File: config.mk
export PLATFORM = sky130hd
export DESIGN_NAME = rfhp_port
export DESIGN_NICKNAME = d
export VERILOG_FILES = /design/src/core/rfhp_sync2.v /design/src/core/rfhp_bitclk.v /design/src/core/rfhp_port.v
export VERILOG_INCLUDE_DIRS = /design/src /design/src/core
export SDC_FILE = /design/constraint.sdc
export NUM_CORES = 1
export LEC_CHECK = 0
export ABC_AREA = 1
export BUFFER_PORTS_ARGS = -buffer_cell sky130_fd_sc_hd__buf_4
export CELL_PAD_IN_SITES_DETAIL_PLACEMENT = 0
export CELL_PAD_IN_SITES_GLOBAL_PLACEMENT = 1
export CORE_MARGIN = 1.5
export CORE_UTILIZATION = 30
export CTS_CLUSTER_DIAMETER = 30
export DETAILED_ROUTE_END_ITERATION = 10
export GPL_TIMING_DRIVEN = 0
export HOLD_SLACK_MARGIN = 0.15
export PLACE_DENSITY_LB_ADDON = 0.1
export SYNTH_ARGS = -nofsm -noshare
export SYNTH_HDL_FRONTEND = slang
export SYNTH_SLANG_ARGS = --single-unit
File: constraint.sdc
create_clock -name clk -period 3.95 [get_ports clk]
set_clock_uncertainty 0.1 [all_clocks]
set_input_delay 0.79 -clock clk [delete_from_list [all_inputs] [get_ports clk]]
set_output_delay 0.79 -clock clk [all_outputs]
set_load 0.02 [all_outputs]
File: src/core/rfhp_consts.vh
`ifndef RFHP_CONSTS_VH
`define RFHP_CONSTS_VH

// =====================================================================
// frame layout
`define RFHP_FRAME_BITS      5'd16
`define RFHP_ADDR_BITS       7
`define RFHP_DATA_BITS       8
`define RFHP_DIR_POS         5'd7
`define RFHP_LAST_POS        5'd15
`define RFHP_REG_COUNT       128
`define RFHP_CNT_ZERO        5'd0
`define RFHP_CNT_ONE         5'd1
`define RFHP_BYTE_ZERO       8'h00

// =====================================================================
// modulator configuration register and data formats
`define RFHP_MODCFG_ADDR     7'h03
`define RFHP_FMT_LO          0
`define RFHP_FMT_HI          1
`define RFHP_FMT_NRZ         2'h1
`define RFHP_LOCKSEL_POS     2

// =====================================================================
// timing
`define RFHP_CLK_NS          4
`define RFHP_SEL_HIGH_NS     50
`define RFHP_SEL_HIGH_CYC    ((`RFHP_SEL_HIGH_NS + `RFHP_CLK_NS - 1) / `RFHP_CLK_NS)
`define RFHP_HALF_BIT_CYC    16'd1000
`define RFHP_DIV_ZERO        16'h0000
`define RFHP_DIV_ONE         16'h0001

`endif

File: src/core/rfhp_sync2.v
`timescale 1ns/1ps
// =====================================================================
// two flip-flop level synchroniser
module rfhp_sync2 #(
    parameter RST_VAL = 1'b0
) (
    input  wire clk,     // core clock
    input  wire arst_n,  // async reset
    input  wire ce,      // clock enable
    input  wire d,       // async level
    output reg  q        // synchronised level
);
    reg meta;

    // first stage is read only by the second
    always @(posedge clk or negedge arst_n) begin
        if (!arst_n) begin
            meta <= RST_VAL;
            q    <= RST_VAL;
        end else if (ce) begin
            meta <= d;
            q    <= meta;
        end
    end
endmodule

File: src/core/rfhp_bitclk.v
`timescale 1ns/1ps
`include "rfhp_consts.vh"
// =====================================================================
// free running bit clock divider with gating
module rfhp_bitclk (
    input  wire        clk,       // core clock
    input  wire        arst_n,    // async reset
    input  wire        ce,        // clock enable
    input  wire        run,       // clock allowed to toggle
    input  wire [15:0] half_cyc,  // half period in core cycles
    output reg         bclk,      // bit clock level
    output reg         rise       // pulse: bit clock has just risen
);
    reg [15:0] cnt;

    // stopped clock parks low so the first edge after gating is a rise
    always @(posedge clk or negedge arst_n) begin
        if (!arst_n) begin
            cnt  <= `RFHP_DIV_ZERO;
            bclk <= 1'b0;
            rise <= 1'b0;
        end else if (ce) begin
            rise <= 1'b0;
            if (!run) begin
                cnt  <= `RFHP_DIV_ZERO;
                bclk <= 1'b0;
            end else if (cnt >= half_cyc - `RFHP_DIV_ONE) begin
                cnt  <= `RFHP_DIV_ZERO;
                bclk <= ~bclk;
                rise <= ~bclk;
            end else begin
                cnt <= cnt + `RFHP_DIV_ONE;
            end
        end
    end
endmodule

File: src/core/rfhp_port.v
`timescale 1ns/1ps
`include "rfhp_consts.vh"
// Operation
// - 8-bit registers chosen by 7-bit address
// - frame: 7 address, direction, 8 data
// - address sent MSB first
// - direction high writes, low reads
// - sample serial input on clock rise
// - write register after final payload bit
// - power-down keeps register contents
// - writes accepted in any order
// - read frames return addressed register
// - read data changes on clock fall
// - pins inputs while select high
// - serial output drives only read data
// - lock output low when locked (with lock_sel set it shows carrier sense instead)
// - 2-bit field selects data format
// - NRZ transmit samples on clock rise
// - NRZ receive drives clock and data
// - bit clock runs continuously unless gated
module rfhp_port (
    input  wire clk,                    // 250 MHz core clock
    input  wire arst_n,                 // async reset, active low
    input  wire ce,                     // clock enable
    input  wire cfg_sel_n,              // frame select pin, active low
    input  wire cfg_sclk,               // serial clock pin
    input  wire cfg_serial_in,          // serial data in pin
    output reg  cfg_serial_out,         // serial read data
    output reg  cfg_serial_out_oe_n,    // low while serial out drives
    input  wire power_down,             // programmed power-down request
    input  wire synth_locked,           // synthesizer lock from analog
    input  wire carrier_sense,          // carrier sense from demodulator
    input  wire tx_mode,                // high transmit, low receive
    input  wire rx_bit,                 // recovered demodulator bit
    output reg  tx_bit,                 // bit handed to modulator
    output reg  tx_bit_valid,           // pulse: tx_bit updated
    output reg  radio_bit_clock,        // data clock to host
    input  wire radio_data_line_in,     // data pin level
    output reg  radio_data_line_out,    // data pin drive value
    output reg  radio_data_line_oe_n,   // low while data pin driven
    output reg  lock_status_n,          // lock / status, active low
    output reg  [1:0] data_format       // current format field
);
    // =================================================================
    // pin synchronisers
    wire sel_n_s;
    wire sclk_s;
    wire sdi_s;
    wire dio_s;

    rfhp_sync2 #(.RST_VAL(1'b1)) u_sel (.clk(clk), .arst_n(arst_n), .ce(ce), .d(cfg_sel_n), .q(sel_n_s));
    rfhp_sync2 #(.RST_VAL(1'b0)) u_sck (.clk(clk), .arst_n(arst_n), .ce(ce), .d(cfg_sclk), .q(sclk_s));
    rfhp_sync2 #(.RST_VAL(1'b0)) u_sdi (.clk(clk), .arst_n(arst_n), .ce(ce), .d(cfg_serial_in), .q(sdi_s));
    rfhp_sync2 #(.RST_VAL(1'b0)) u_dio (.clk(clk), .arst_n(arst_n), .ce(ce), .d(radio_data_line_in), .q(dio_s));

    // =================================================================
    // edge detection on synchronised serial clock
    reg  sclk_d;
    wire sclk_rise = sclk_s & ~sclk_d;
    wire sclk_fall = ~sclk_s & sclk_d;

    always @(posedge clk or negedge arst_n) begin
        if (!arst_n) begin
            sclk_d <= 1'b0;
        end else if (ce) begin
            sclk_d <= sclk_s;
        end
    end

    // =================================================================
    // configuration storage
    // 8-bit registers
    // no clear on power-down; reset (supply loss) clears only the modcfg shadow, not the array
    reg [`RFHP_DATA_BITS-1:0] cfg_mem [0:`RFHP_REG_COUNT-1];
    reg [`RFHP_DATA_BITS-1:0] modcfg;   // shadow of the modulator config register

    // =================================================================
    // frame receiver
    reg [4:0]                 bit_cnt;
    reg [`RFHP_ADDR_BITS-1:0] addr;
    reg                       dir_wr;
    reg [`RFHP_DATA_BITS-1:0] shift;
    reg [`RFHP_DATA_BITS-1:0] rd_data;
    reg                       read_act;
    wire                      sel_act = ~sel_n_s;

    function is_data_bit;
        input [4:0] n;
        begin
            is_data_bit = (n > `RFHP_DIR_POS) && (n <= `RFHP_LAST_POS);
        end
    endfunction

    always @(posedge clk or negedge arst_n) begin
        if (!arst_n) begin
            bit_cnt  <= `RFHP_CNT_ZERO;
            addr     <= {`RFHP_ADDR_BITS{1'b0}};
            dir_wr   <= 1'b0;
            shift    <= `RFHP_BYTE_ZERO;
            read_act <= 1'b0;
            modcfg   <= `RFHP_BYTE_ZERO;
        end else if (ce) begin
            if (!sel_act) begin
                bit_cnt  <= `RFHP_CNT_ZERO;
                read_act <= 1'b0;
            end else if (sclk_rise) begin
                bit_cnt <= bit_cnt + `RFHP_CNT_ONE;
                if (bit_cnt < `RFHP_DIR_POS) begin
                    addr <= {addr[`RFHP_ADDR_BITS-2:0], sdi_s};
                end else if (bit_cnt == `RFHP_DIR_POS) begin
                    dir_wr   <= sdi_s;
                    read_act <= ~sdi_s;
                end else if (is_data_bit(bit_cnt)) begin
                    shift <= {shift[`RFHP_DATA_BITS-2:0], sdi_s};
                    if (bit_cnt == `RFHP_LAST_POS && dir_wr) begin
                        if (addr == `RFHP_MODCFG_ADDR) begin
                            modcfg <= {shift[`RFHP_DATA_BITS-2:0], sdi_s};
                        end
                    end
                end
            end
        end
    end

    // memory has no reset so it maps onto a plain array
    always @(posedge clk) begin
        if (ce && sel_act && sclk_rise && dir_wr && bit_cnt == `RFHP_LAST_POS) begin
            cfg_mem[addr] <= {shift[`RFHP_DATA_BITS-2:0], sdi_s};
        end
    end

    // =================================================================
    // read-back shifter
    // every address readable, modcfg from its shadow
    always @(posedge clk or negedge arst_n) begin
        if (!arst_n) begin
            rd_data             <= `RFHP_BYTE_ZERO;
            cfg_serial_out      <= 1'b0;
            cfg_serial_out_oe_n <= 1'b1;
        end else if (ce) begin
            if (!sel_act || !read_act) begin
                cfg_serial_out_oe_n <= 1'b1;
                cfg_serial_out      <= 1'b0;
            end else if (sclk_fall) begin
                if (bit_cnt == `RFHP_DIR_POS + `RFHP_CNT_ONE) begin
                    cfg_serial_out_oe_n <= 1'b0;
                    cfg_serial_out      <= (addr == `RFHP_MODCFG_ADDR) ? modcfg[`RFHP_DATA_BITS-1]
                                                                      : cfg_mem[addr][`RFHP_DATA_BITS-1];
                    rd_data             <= (addr == `RFHP_MODCFG_ADDR) ? {modcfg[`RFHP_DATA_BITS-2:0], 1'b0}
                                                                      : {cfg_mem[addr][`RFHP_DATA_BITS-2:0], 1'b0};
                end else if (is_data_bit(bit_cnt)) begin
                    cfg_serial_out <= rd_data[`RFHP_DATA_BITS-1];
                    rd_data        <= {rd_data[`RFHP_DATA_BITS-2:0], 1'b0};
                end else begin
                    cfg_serial_out_oe_n <= 1'b1;
                end
            end
        end
    end

    // =================================================================
    // data format and bit clock
    // format field
    wire [1:0] fmt      = modcfg[`RFHP_FMT_HI:`RFHP_FMT_LO];
    wire       sync_nrz = (fmt == `RFHP_FMT_NRZ);
    wire       lock_sel = modcfg[`RFHP_LOCKSEL_POS];
    wire       bclk;
    wire       brise;

    // continuous clock in sync mode, gated by lock and by power-down
    rfhp_bitclk u_bclk (
        .clk      (clk),
        .arst_n   (arst_n),
        .ce       (ce),
        .run      (sync_nrz & ~power_down & synth_locked),
        .half_cyc (`RFHP_HALF_BIT_CYC),
        .bclk     (bclk),
        .rise     (brise)
    );

    // =================================================================
    // synchronous NRZ data path
    always @(posedge clk or negedge arst_n) begin
        if (!arst_n) begin
            radio_bit_clock      <= 1'b0;
            radio_data_line_out  <= 1'b0;
            radio_data_line_oe_n <= 1'b1;
            tx_bit               <= 1'b0;
            tx_bit_valid         <= 1'b0;
            lock_status_n        <= 1'b1;
            data_format          <= 2'h0;
        end else if (ce) begin
            radio_bit_clock <= bclk;
            data_format     <= fmt;
            tx_bit_valid    <= 1'b0;
            // low when locked, or carrier sense when selected
            lock_status_n   <= lock_sel ? ~carrier_sense : ~synth_locked;
            if (tx_mode) begin
                radio_data_line_oe_n <= 1'b1;
                if (brise) begin
                    // sample host data at clock rise, no coding
                    tx_bit       <= dio_s;
                    tx_bit_valid <= 1'b1;
                end
            end else begin
                // data moves on the clock fall so it stands still at the host's rise
                radio_data_line_oe_n <= ~sync_nrz;
                if (radio_bit_clock && !bclk) begin
                    radio_data_line_out <= rx_bit;
                end
            end
        end
    end
endmodule

# Word level (Yosys, flattened, before mapping)
# Memory sizes are Yosys's and may differ from the RTL's.
# Cells that the tools add are included.
# Widths: inputs -> output; s select.
# op_classes
order_cmp,4
add_sub_neg,2
n_reduce_logical,27
muxes,30
eq_ne,8
n_bitwise,17
# op_table
cell,n
$mux 16,2
$mux 8,3
$mux 1,23
$add 16x1->16 const B,1
$ge 16x10->1 const B,1
$not 1->1,13
$reduce_and 3->1,4
$reduce_and 4->1,3
$eq 5x4->1 const B,2
$mux 5,2
$reduce_and 8->1,1
$reduce_bool 2->1,4
$eq 7x2->1 const B,1
$logic_and 1x1->1,7
$reduce_and 6->1,1
$add 5x1->5 const B,1
$eq 5x3->1 const B,1
$gt 5x3->1 const B,1
$le 5x4->1 const B,1
$lt 5x3->1 const B,1
$reduce_and 5->1,1
$and 1x1->1,4
$reduce_and 2->1,2
$ne 3x1->1 const B,1
other kinds (6),7
# totals
ram_bits,1024
word_cells,117
mem_count,1
register_bits,74
inputBits,12
# mem_list
memory,words,word_bits,read_ports,rd_clocked_by_memory_dff,write_ports,line_no,source
cfg_mem,128,8,1,0,1,rfhp_port.v:74,reg [`RFHP_DATA_BITS-1:0] cfg_mem [0:`RFHP_REG_COUNT-1];

# Logic depth before layout (Yosys ltp)
# Gate-level depths: netlist of the first run.
# depth
word_depth,7
ltp_mapped,19
depth_no_buf,16

# By module
# A second synthesis of the first run with hierarchy kept.
# hier_totals
hier_cells,3995
hier_area_um2,45945.3
# modules_own_cells
module,seq_area_each_um2,n_inst,cells_each,area_per_inst_um2
rfhp_port,31929.4,1,3723,43917.1
rfhp_bitclk,450.4,1,236,1720.4
rfhp_sync2 (u_dio ...),50.0,3,9,76.3
rfhp_sync2 (u_sel),52.6,1,9,78.8

# Worst setup path after synthesis of the first run
# No wires, ideal clock.
# synth_path
path_type,input port to flip-flop
startpoint,input ce
endpoint,memory cfg_mem[32][0] in the netlist's numbering (enable)
n_path_buf,1
setup_slack_ns,1.138
stages,9
arrival_ns,2.342
cell_sequence,nand2_1 nor2_1 inv_1 nor2_2 inv_1 nor2_2 nand2_1 clkbuf_1 nor2_1
# synth_via
elab_chain_cells,6
# synth_rtl
item,line_no,source
start: declaration,rfhp_port.v:24,"input wire ce,"
$logic_and 1x1->1 (3 in series),rfhp_port.v:127,if (ce && sel_act && sclk_rise && dir_wr && bit_cnt == `RFHP_LAST_POS) begin
$logic_and 1x1->1 (no line),--,
$mux 1,rfhp_port.v:127,
$mux 1,rfhp_port.v:128,"cfg_mem[addr] <= {shift[`RFHP_DATA_BITS-2:0], sdi_s};"
end: declaration,rfhp_port.v:74,
# Every way passes these cells.

# Worst setup path after layout of the first run
# layout_path
startpoint,register addr[0]
endpoint,memory cfg_mem[104][1] in the netlist's numbering (enable)
# layout_lines
item,line_no,source
start: declaration,rfhp_port.v:80,reg [`RFHP_ADDR_BITS-1:0] addr;
start signal: assignment,rfhp_port.v:97,addr <= {`RFHP_ADDR_BITS{1'b0}};
start signal: assignment,rfhp_port.v:109,"addr <= {addr[`RFHP_ADDR_BITS-2:0], sdi_s};"
# No word-level cell before the write port.

==> results_dict.tcl, run 1 <==
set metrics [dict create \
    reg2reg_from "addr[0]" \
    fmax_mhz 243 \
    post-dp-hpwl_mm 137 \
    synthTopCellsByArea "edfxtp_1 68%, nor2_1 6.3%, nand2_1 6.1%, dfrtp_1 3.8%, o211ai_1 2.6%" \
    reg2reg_to "cfg_mem[104][1]" \
    cp.arrival_ns 4.58 \
    end_kind "flop" \
    tightest_slew_ns 1.47 \
    finalCriticalPeriod_ns 4.11 \
    whs_path_depth 5 \
    grt_max_degree 85 \
    clkSinkCount 1097 \
    multiInputGateArea_um2 10800 \
    async_reset_ff_share_pct 6.65 \
    die_area_um2 153000 \
    cts_tree "done" \
    fillers 14441 \
    cts-root-buf "clkbuf_16" \
    synth_cells 3888 \
    seq_area_um2 32600 \
    final_cell_mix "1,024 x edfxtp_1, 729 x nand2_1, 688 x nor2_1" \
    rrSetupSlack_ns -0.16 \
    fp.coreArea_um2 149000 \
    drv_slew 0 \
    avgSynthCellArea_um2 11.6 \
    io_buffers 21 \
    start_util_pct 30.2 \
    status "finished, violations left" \
    hp-start "synth_locked" \
    synthDistinctLibCells 44 \
    setup_slack_ns -0.162 \
    mostFrequentLayoutCell "edfxtp_1" \
    vias 32738 \
    synth_nets 3904 \
    gp_congestion 0.917 \
    ys_ff_latch 1097 \
    utilization_pct 40.1 \
    path_cells "buf_6, inv_2, buf_6, nand2_1, inv_2, buf_2, nand2_1, clkbuf_2, nor2_1, buf_4" \
    grt_use_met1_pct 36.9 \
    hold_path_class "in2reg" \
    syn_to_final_growth_pct 32.9 \
    cts_made_buffers 326 \
    relSlewSlack_pct 2.32 \
    route.antenna.remaining_nets 0 \
    first_pass_iters 5 \
    whs_ns 0.254 \
    cts_buffer_depth 4 \
    synthesis.area_um2 45100 \
    p_per_area_nw_per_um2 894 \
    grt_setup_unrepaired "yes" \
    ys.flop_type "edfxtp_1" \
    nets 4371 \
    crit_family "buffers and inverters" \
    pre_cts_ws_ns -1.45 \
    h-tree-depth 5 \
    antenna_found_initial 26 \
    max_stage_delay_ns 0.63 \
    period_share_pct 104 \
    peakVddDrop_mv 0.460 \
    remaining_drc_errors 0 \
    clkTransAtPathRegs_ns 0.04 \
    routedWlPerCell_um 30.9 \
    setup_viol 169 \
    min_to "u_bclk.rise" \
    drt_iter0_markers 3461 \
    via_per_inst 4.94 \
    track_usage_pct 26.8 \
    drive_gt1_share_pct 21.0 \
    grt_pass1_wl_mm 272 \
    maxCapViolCount 0 \
    overflow 0 \
    critPathKind "reg2reg" \
    wirelength_mm 205 \
    path_max_fanout 10 \
    hold_violations 0 \
    grtUsageMet3_pct 5.16 \
    grt_pass1_vias 31404 \
    fp.dieH_um 391 \
    cp_slowest_cell "clkbuf_2" \
    critPathRequiredTime_ns 4.42 \
    p_leak_nw 22.7 \
    cp.depth 10 \
    met2_usage_pct 41.0 \
    top_usage_layer "met2" \
    ios 22 \
    die_w_um 391 \
    violations "negative setup slack" \
    clock_latency_ns 0.90 \
    startpoint_type "flop" \
    r2r_cells 10 \
    rows 142 \
    yosysTopAreaCell "edfxtp_1" \
    ys_seq_area_share_pct 72.3 \
    worst-path-buf-inv 7 \
    netlist.area_leader.share_pct 68.2 \
    yosys_warnings 0 \
    synth-edff-count 1024 \
]
==> repair_timing <==
| action | in CTS | in global routing |
|---|---|---|
| endpoints found under the setup margin | 923 | 390 |
| hold buffers | 12 | 0 |
| buffers inserted | 85 | 6 |
| gates cloned | 0 | 0 |
| hold endpoints to repair | 80 | 0 |
| gates resized for setup | 105 | 22 |
| pin swaps | 58 | 2 |
==> per-layer routing <==
layer / routed length [µm] / vias to the layer above
met5: 12 / -
met4: 8830 / 2
met3: 15200 / 383
met2: 91600 / 1417
met1: 89200 / 16572
li1: - / 14364
==> worst register-to-register path, delay by kind of cell, from the launching register on <==
kind / cells / cell delay (ns)
buffers and inverters: 7 / 2.24
flip-flops: 1 / 0.41
AND/OR/NAND/NOR: 3 / 1.04
==> final cells by class <==
class / instances / area share [%]
flip-flops and latches: 1097 / 54.4
clock buffers: 393 / 14.3
inverters: 301 / 1.89
clock inverters: 181 / 3.23
multi-input cells: 2306 / 18.0
plain buffers: 184 / 1.65
diodes: 5 / 0.0209
repair buffers: 139 / 2.29
well taps: 2016 / 4.21
==> cells by family after synthesis <==
| group | share of synthesized area [%] |
|---|---|
| buf+inv | 4.59 |
| mux | 0.0250 |
| flops | 72.3 |
| compound gates | 6.85 |
| xor+xnor | 0.0583 |
| fa+ha+maj | 0.111 |
| simple gates | 16.1 |
==> state kept, by name, indices dropped and copies added, names as in the netlist, 2 cells and up <==
signal / flops
u_bclk.cnt: 16
shift: 7
cfg_mem: 1024
modcfg: 8
bit_cnt: 5
rd_data: 7
data_format: 2
addr: 7
==> cells in the mapped netlist, drive strengths merged, types with 2 or more instances <==
| cell | instances |
|---|---|
| buf | 129 |
| o21ai | 306 |
| o22ai | 5 |
| a22oi | 10 |
| ha | 4 |
| o21a | 2 |
| nand2 | 734 |
| or2 | 131 |
| o21bai | 4 |
| a21oi | 26 |
| nor3 | 9 |
| a211oi | 2 |
| clkinv | 3 |
| xor2 | 2 |
| dfrtp | 68 |
| nand4 | 23 |
| o211ai | 158 |
| nor2 | 770 |
| clkbuf | 55 |
| a31oi | 4 |
| dfstp | 5 |
| inv | 298 |
| nand3 | 107 |
| edfxtp | 1024 |
==> worst max path at each step <==
| stage | startpoint | to | slack, ns |
|---|---|---|---|
| after CTS | addr[3] | cfg_mem[94][5] | -0.14 |
| after floorplan | ce | cfg_mem[32][0] | 1.14 |
| final | addr[0] | cfg_mem[104][1] | -0.16 |
| after global routing | ce | cfg_mem[104][4] | -0.11 |
| after detailed placement | addr[1] | cfg_mem[100][3] | -1.45 |
| after global placement | shift[2] | cfg_mem[48][3] | -1.66 |
==> through the flow <==
stage	cell area, µm²	setup TNS [ns]	instances	total power, W
floorplan	45100	0	3888	0.0201
global placement	47800	-1906.55	5925	0.0285
detailed placement	48200	-703.84	5939	0.0283
CTS	59800	-2.98	6610	0.0535
global route	59900	-4.53	6617	0.0547
finish	59900	-11.03	6622	0.0535
==> report_power, final <==
part	internal, W	switching [W]	leakage (nW)
clock network	0.0177	0.00737	5.14
logic	0.00272	0.0111	7.54
registers	0.0140	0.000619	10.0
No activity file was read; power rests on OpenSTA's default activity.
==> inputs of run 2 (changes only) <==
Settings changed: CTS_BUF_LIST set to sky130_fd_sc_hd__clkbuf_16, MAX_ROUTING_LAYER set to met4.
==> run 2 against run 1 <==
Effect of this change:
- the run ends with max-capacitance violations, max-slew violations, negative setup slack left
- sequential power barely moved
- register-to-register slack improved by 0.08 ns
- routed wire length fell by 0.76%
- fmax rose by 2.1%
- non-clock buffer count rose by 24
- total power fell by 2.7%
- hold slack got worse by 0.0093 ns
- setup slack improved by 0.084 ns
==> results_dict.tcl, run 2 (synthesis gave the netlist of run 1 again) <==
set metrics [dict create \
    path_cells "buf_2, inv_2, nand2_1, nor2_4, buf_4, nand2_1, clkbuf_2, nor2_1, buf_4" \
    final.setup.tns_ns -2.60 \
    fp.dieH_um 391 \
    startpoint "addr[1]" \
    overflow 0 \
    drive_gt1_share_pct 19.6 \
    peakVddDrop_mv 0.463 \
    path_max_fanout 10 \
    io_buffers 21 \
    antenna_found_initial 24 \
    dp.cells 5939 \
    drv_slew 11 \
    end_kind "flop" \
    grt_setup_unrepaired "yes" \
    largest_reg_flops 1024 \
    mostFrequentLayoutCell "edfxtp_1" \
    clkSinkCount 1097 \
    cp.arrival_ns 4.52 \
    total_power_w 0.0521 \
    critPathKind "reg2reg" \
    hp-start "synth_locked" \
    cp_slowest_cell "clkbuf_2" \
    setup_viol 85 \
    clock_latency_ns 0.91 \
    p_clk_share_pct 45.6 \
    p_leak_nw 22.8 \
    grt_pass1_vias 31278 \
    track_usage_pct 27.4 \
    period_share_pct 102 \
    critPathRequiredTime_ns 4.44 \
    remaining_drc_errors 0 \
    cts_buffer_depth 4 \
    switching_power_w 0.0186 \
    h-tree-depth 5 \
    worst-path-buf-inv 5 \
    violations "max-capacitance violations, max-slew violations, negative setup slack" \
    maxCapViolCount 1 \
    p_seq_share_pct 28.2 \
    whs_ns 0.245 \
    fmax_mhz 248 \
    syn_to_final_growth_pct 31.5 \
    drt_iter0_markers 3413 \
    vias 32724 \
    ios 22 \
    tightest_slew_ns 1.53 \
    fp.coreArea_um2 149000 \
    cts-root-buf "clkbuf_16" \
    switching_share_pct 35.7 \
    final_cell_mix "1,024 x edfxtp_1, 729 x nand2_1, 725 x nor2_1" \
    grt_pass1_wl_mm 270 \
    routedWlPerCell_um 30.8 \
    grt_max_degree 86 \
    hold_violations 0 \
    die_w_um 391 \
    reg2reg_from "addr[1]" \
    route.antenna.remaining_nets 0 \
    crit_family "buffers and inverters" \
    die_area_um2 153000 \
    wirelength_mm 203 \
    rows 142 \
    cts_tree "done" \
    via_per_inst 4.96 \
    post-dp-hpwl_mm 136 \
    start_util_pct 30.2 \
    cts_made_buffers 313 \
    top_regs "cfg_mem x1024, u_bclk.cnt x16, modcfg x8" \
    p_comb_share_pct 26.2 \
    relSlewSlack_pct -1.73 \
    status "finished, violations left" \
    first_pass_iters 6 \
    finalCriticalPeriod_ns 4.03 \
    intPower_w 0.0335 \
    gp_congestion 0.937 \
    utilization_pct 39.7 \
    finish.cell_count_without_fillers 6604 \
    regMostFlops "cfg_mem" \
    hold_path_class "in2reg" \
    clkTransAtPathRegs_ns 0.04 \
    setup_slack_ns -0.0774 \
    p_per_area_nw_per_um2 879 \
    startpoint_type "flop" \
    max_stage_delay_ns 0.63 \
    nets 4382 \
]
[run 2: what timing repair did]
item | 4_1_cts | 5_1_grt
cloned | 0 | 0
pin swaps | 78 | 1
hold buffers | 12 | 0
setup buffers | 114 | 3
endpoints found under the hold margin | 80 | 0
gates resized for setup | 55 | 14
setup endpoints to repair | 967 | 287
[run 2: tightest hold or removal path: stages]
cell and delay, ns:
buf_4 0.11, inv_1 0.06, nor4_1 0.09, nand3_1 0.11, nand2_1 0.05
[run 2: layer usage]
layer | share of wire [%] | track usage (%) | wire length, µm | up-vias
li1 | - | - | - | 14366
met1 | 44 | 37.0 | 89200 | 16571
met2 | 45 | 40.8 | 91100 | 1433
met3 | 7.7 | 5.29 | 15600 | 354
met4 | 3.7 | 10.2 | 7500 | 0
met5 | 0 | - | 0 | -
[run 2: cell type report]
cell class	instances	area [µm²]
Clock inverter	212	1900
Inverter	301	1130
Fill cell	14449	90100
Tap cell	2016	2520
Multi-Input combinational cell	2306	10600
Timing Repair Buffer	164	1560
Sequential cell	1097	32600
Clock buffer	320	8010
Antenna cell	5	12.5
Buffer	183	987
[run 2: power groups by stage]
stage / Sequential (W) / Clock, W / Combinational, W
after global placement: 0.0163 / 0 / 0.0121
final: 0.0147 / 0.0238 / 0.0136
after CTS: 0.0147 / 0.0240 / 0.0135
after detailed placement: 0.0149 / 0 / 0.0134
after floorplan: 0.0150 / 0 / 0.00513
after global routing: 0.0147 / 0.0246 / 0.0141
[run 2: path summary, 6_finish.rpt]
check / to / depth (start not counted) / slack, ns
hold / removal: u_bclk.rise / 5 / 0.24
min in group asynchronous: u_bclk.cnt[14] / 2 / 0.50
setup reg to reg: cfg_mem[69][5] / 9 / -0.08
max in group asynchronous: shift[3] / 2 / 2.32
hold reg to reg: u_bclk.cnt[13] / 2 / 0.37
setup / recovery: cfg_mem[69][5] / 9 / -0.08
[run 2: per-stage QoR]
step                      setup WS, ns  cell area (µm²)
after global placement           -1.56            47800
after CTS                    -0.000292            59200
after detailed placement         -1.45            48200
after global routing           -0.0695            59300
after floorplan                   1.14            45100
final                          -0.0774            59300
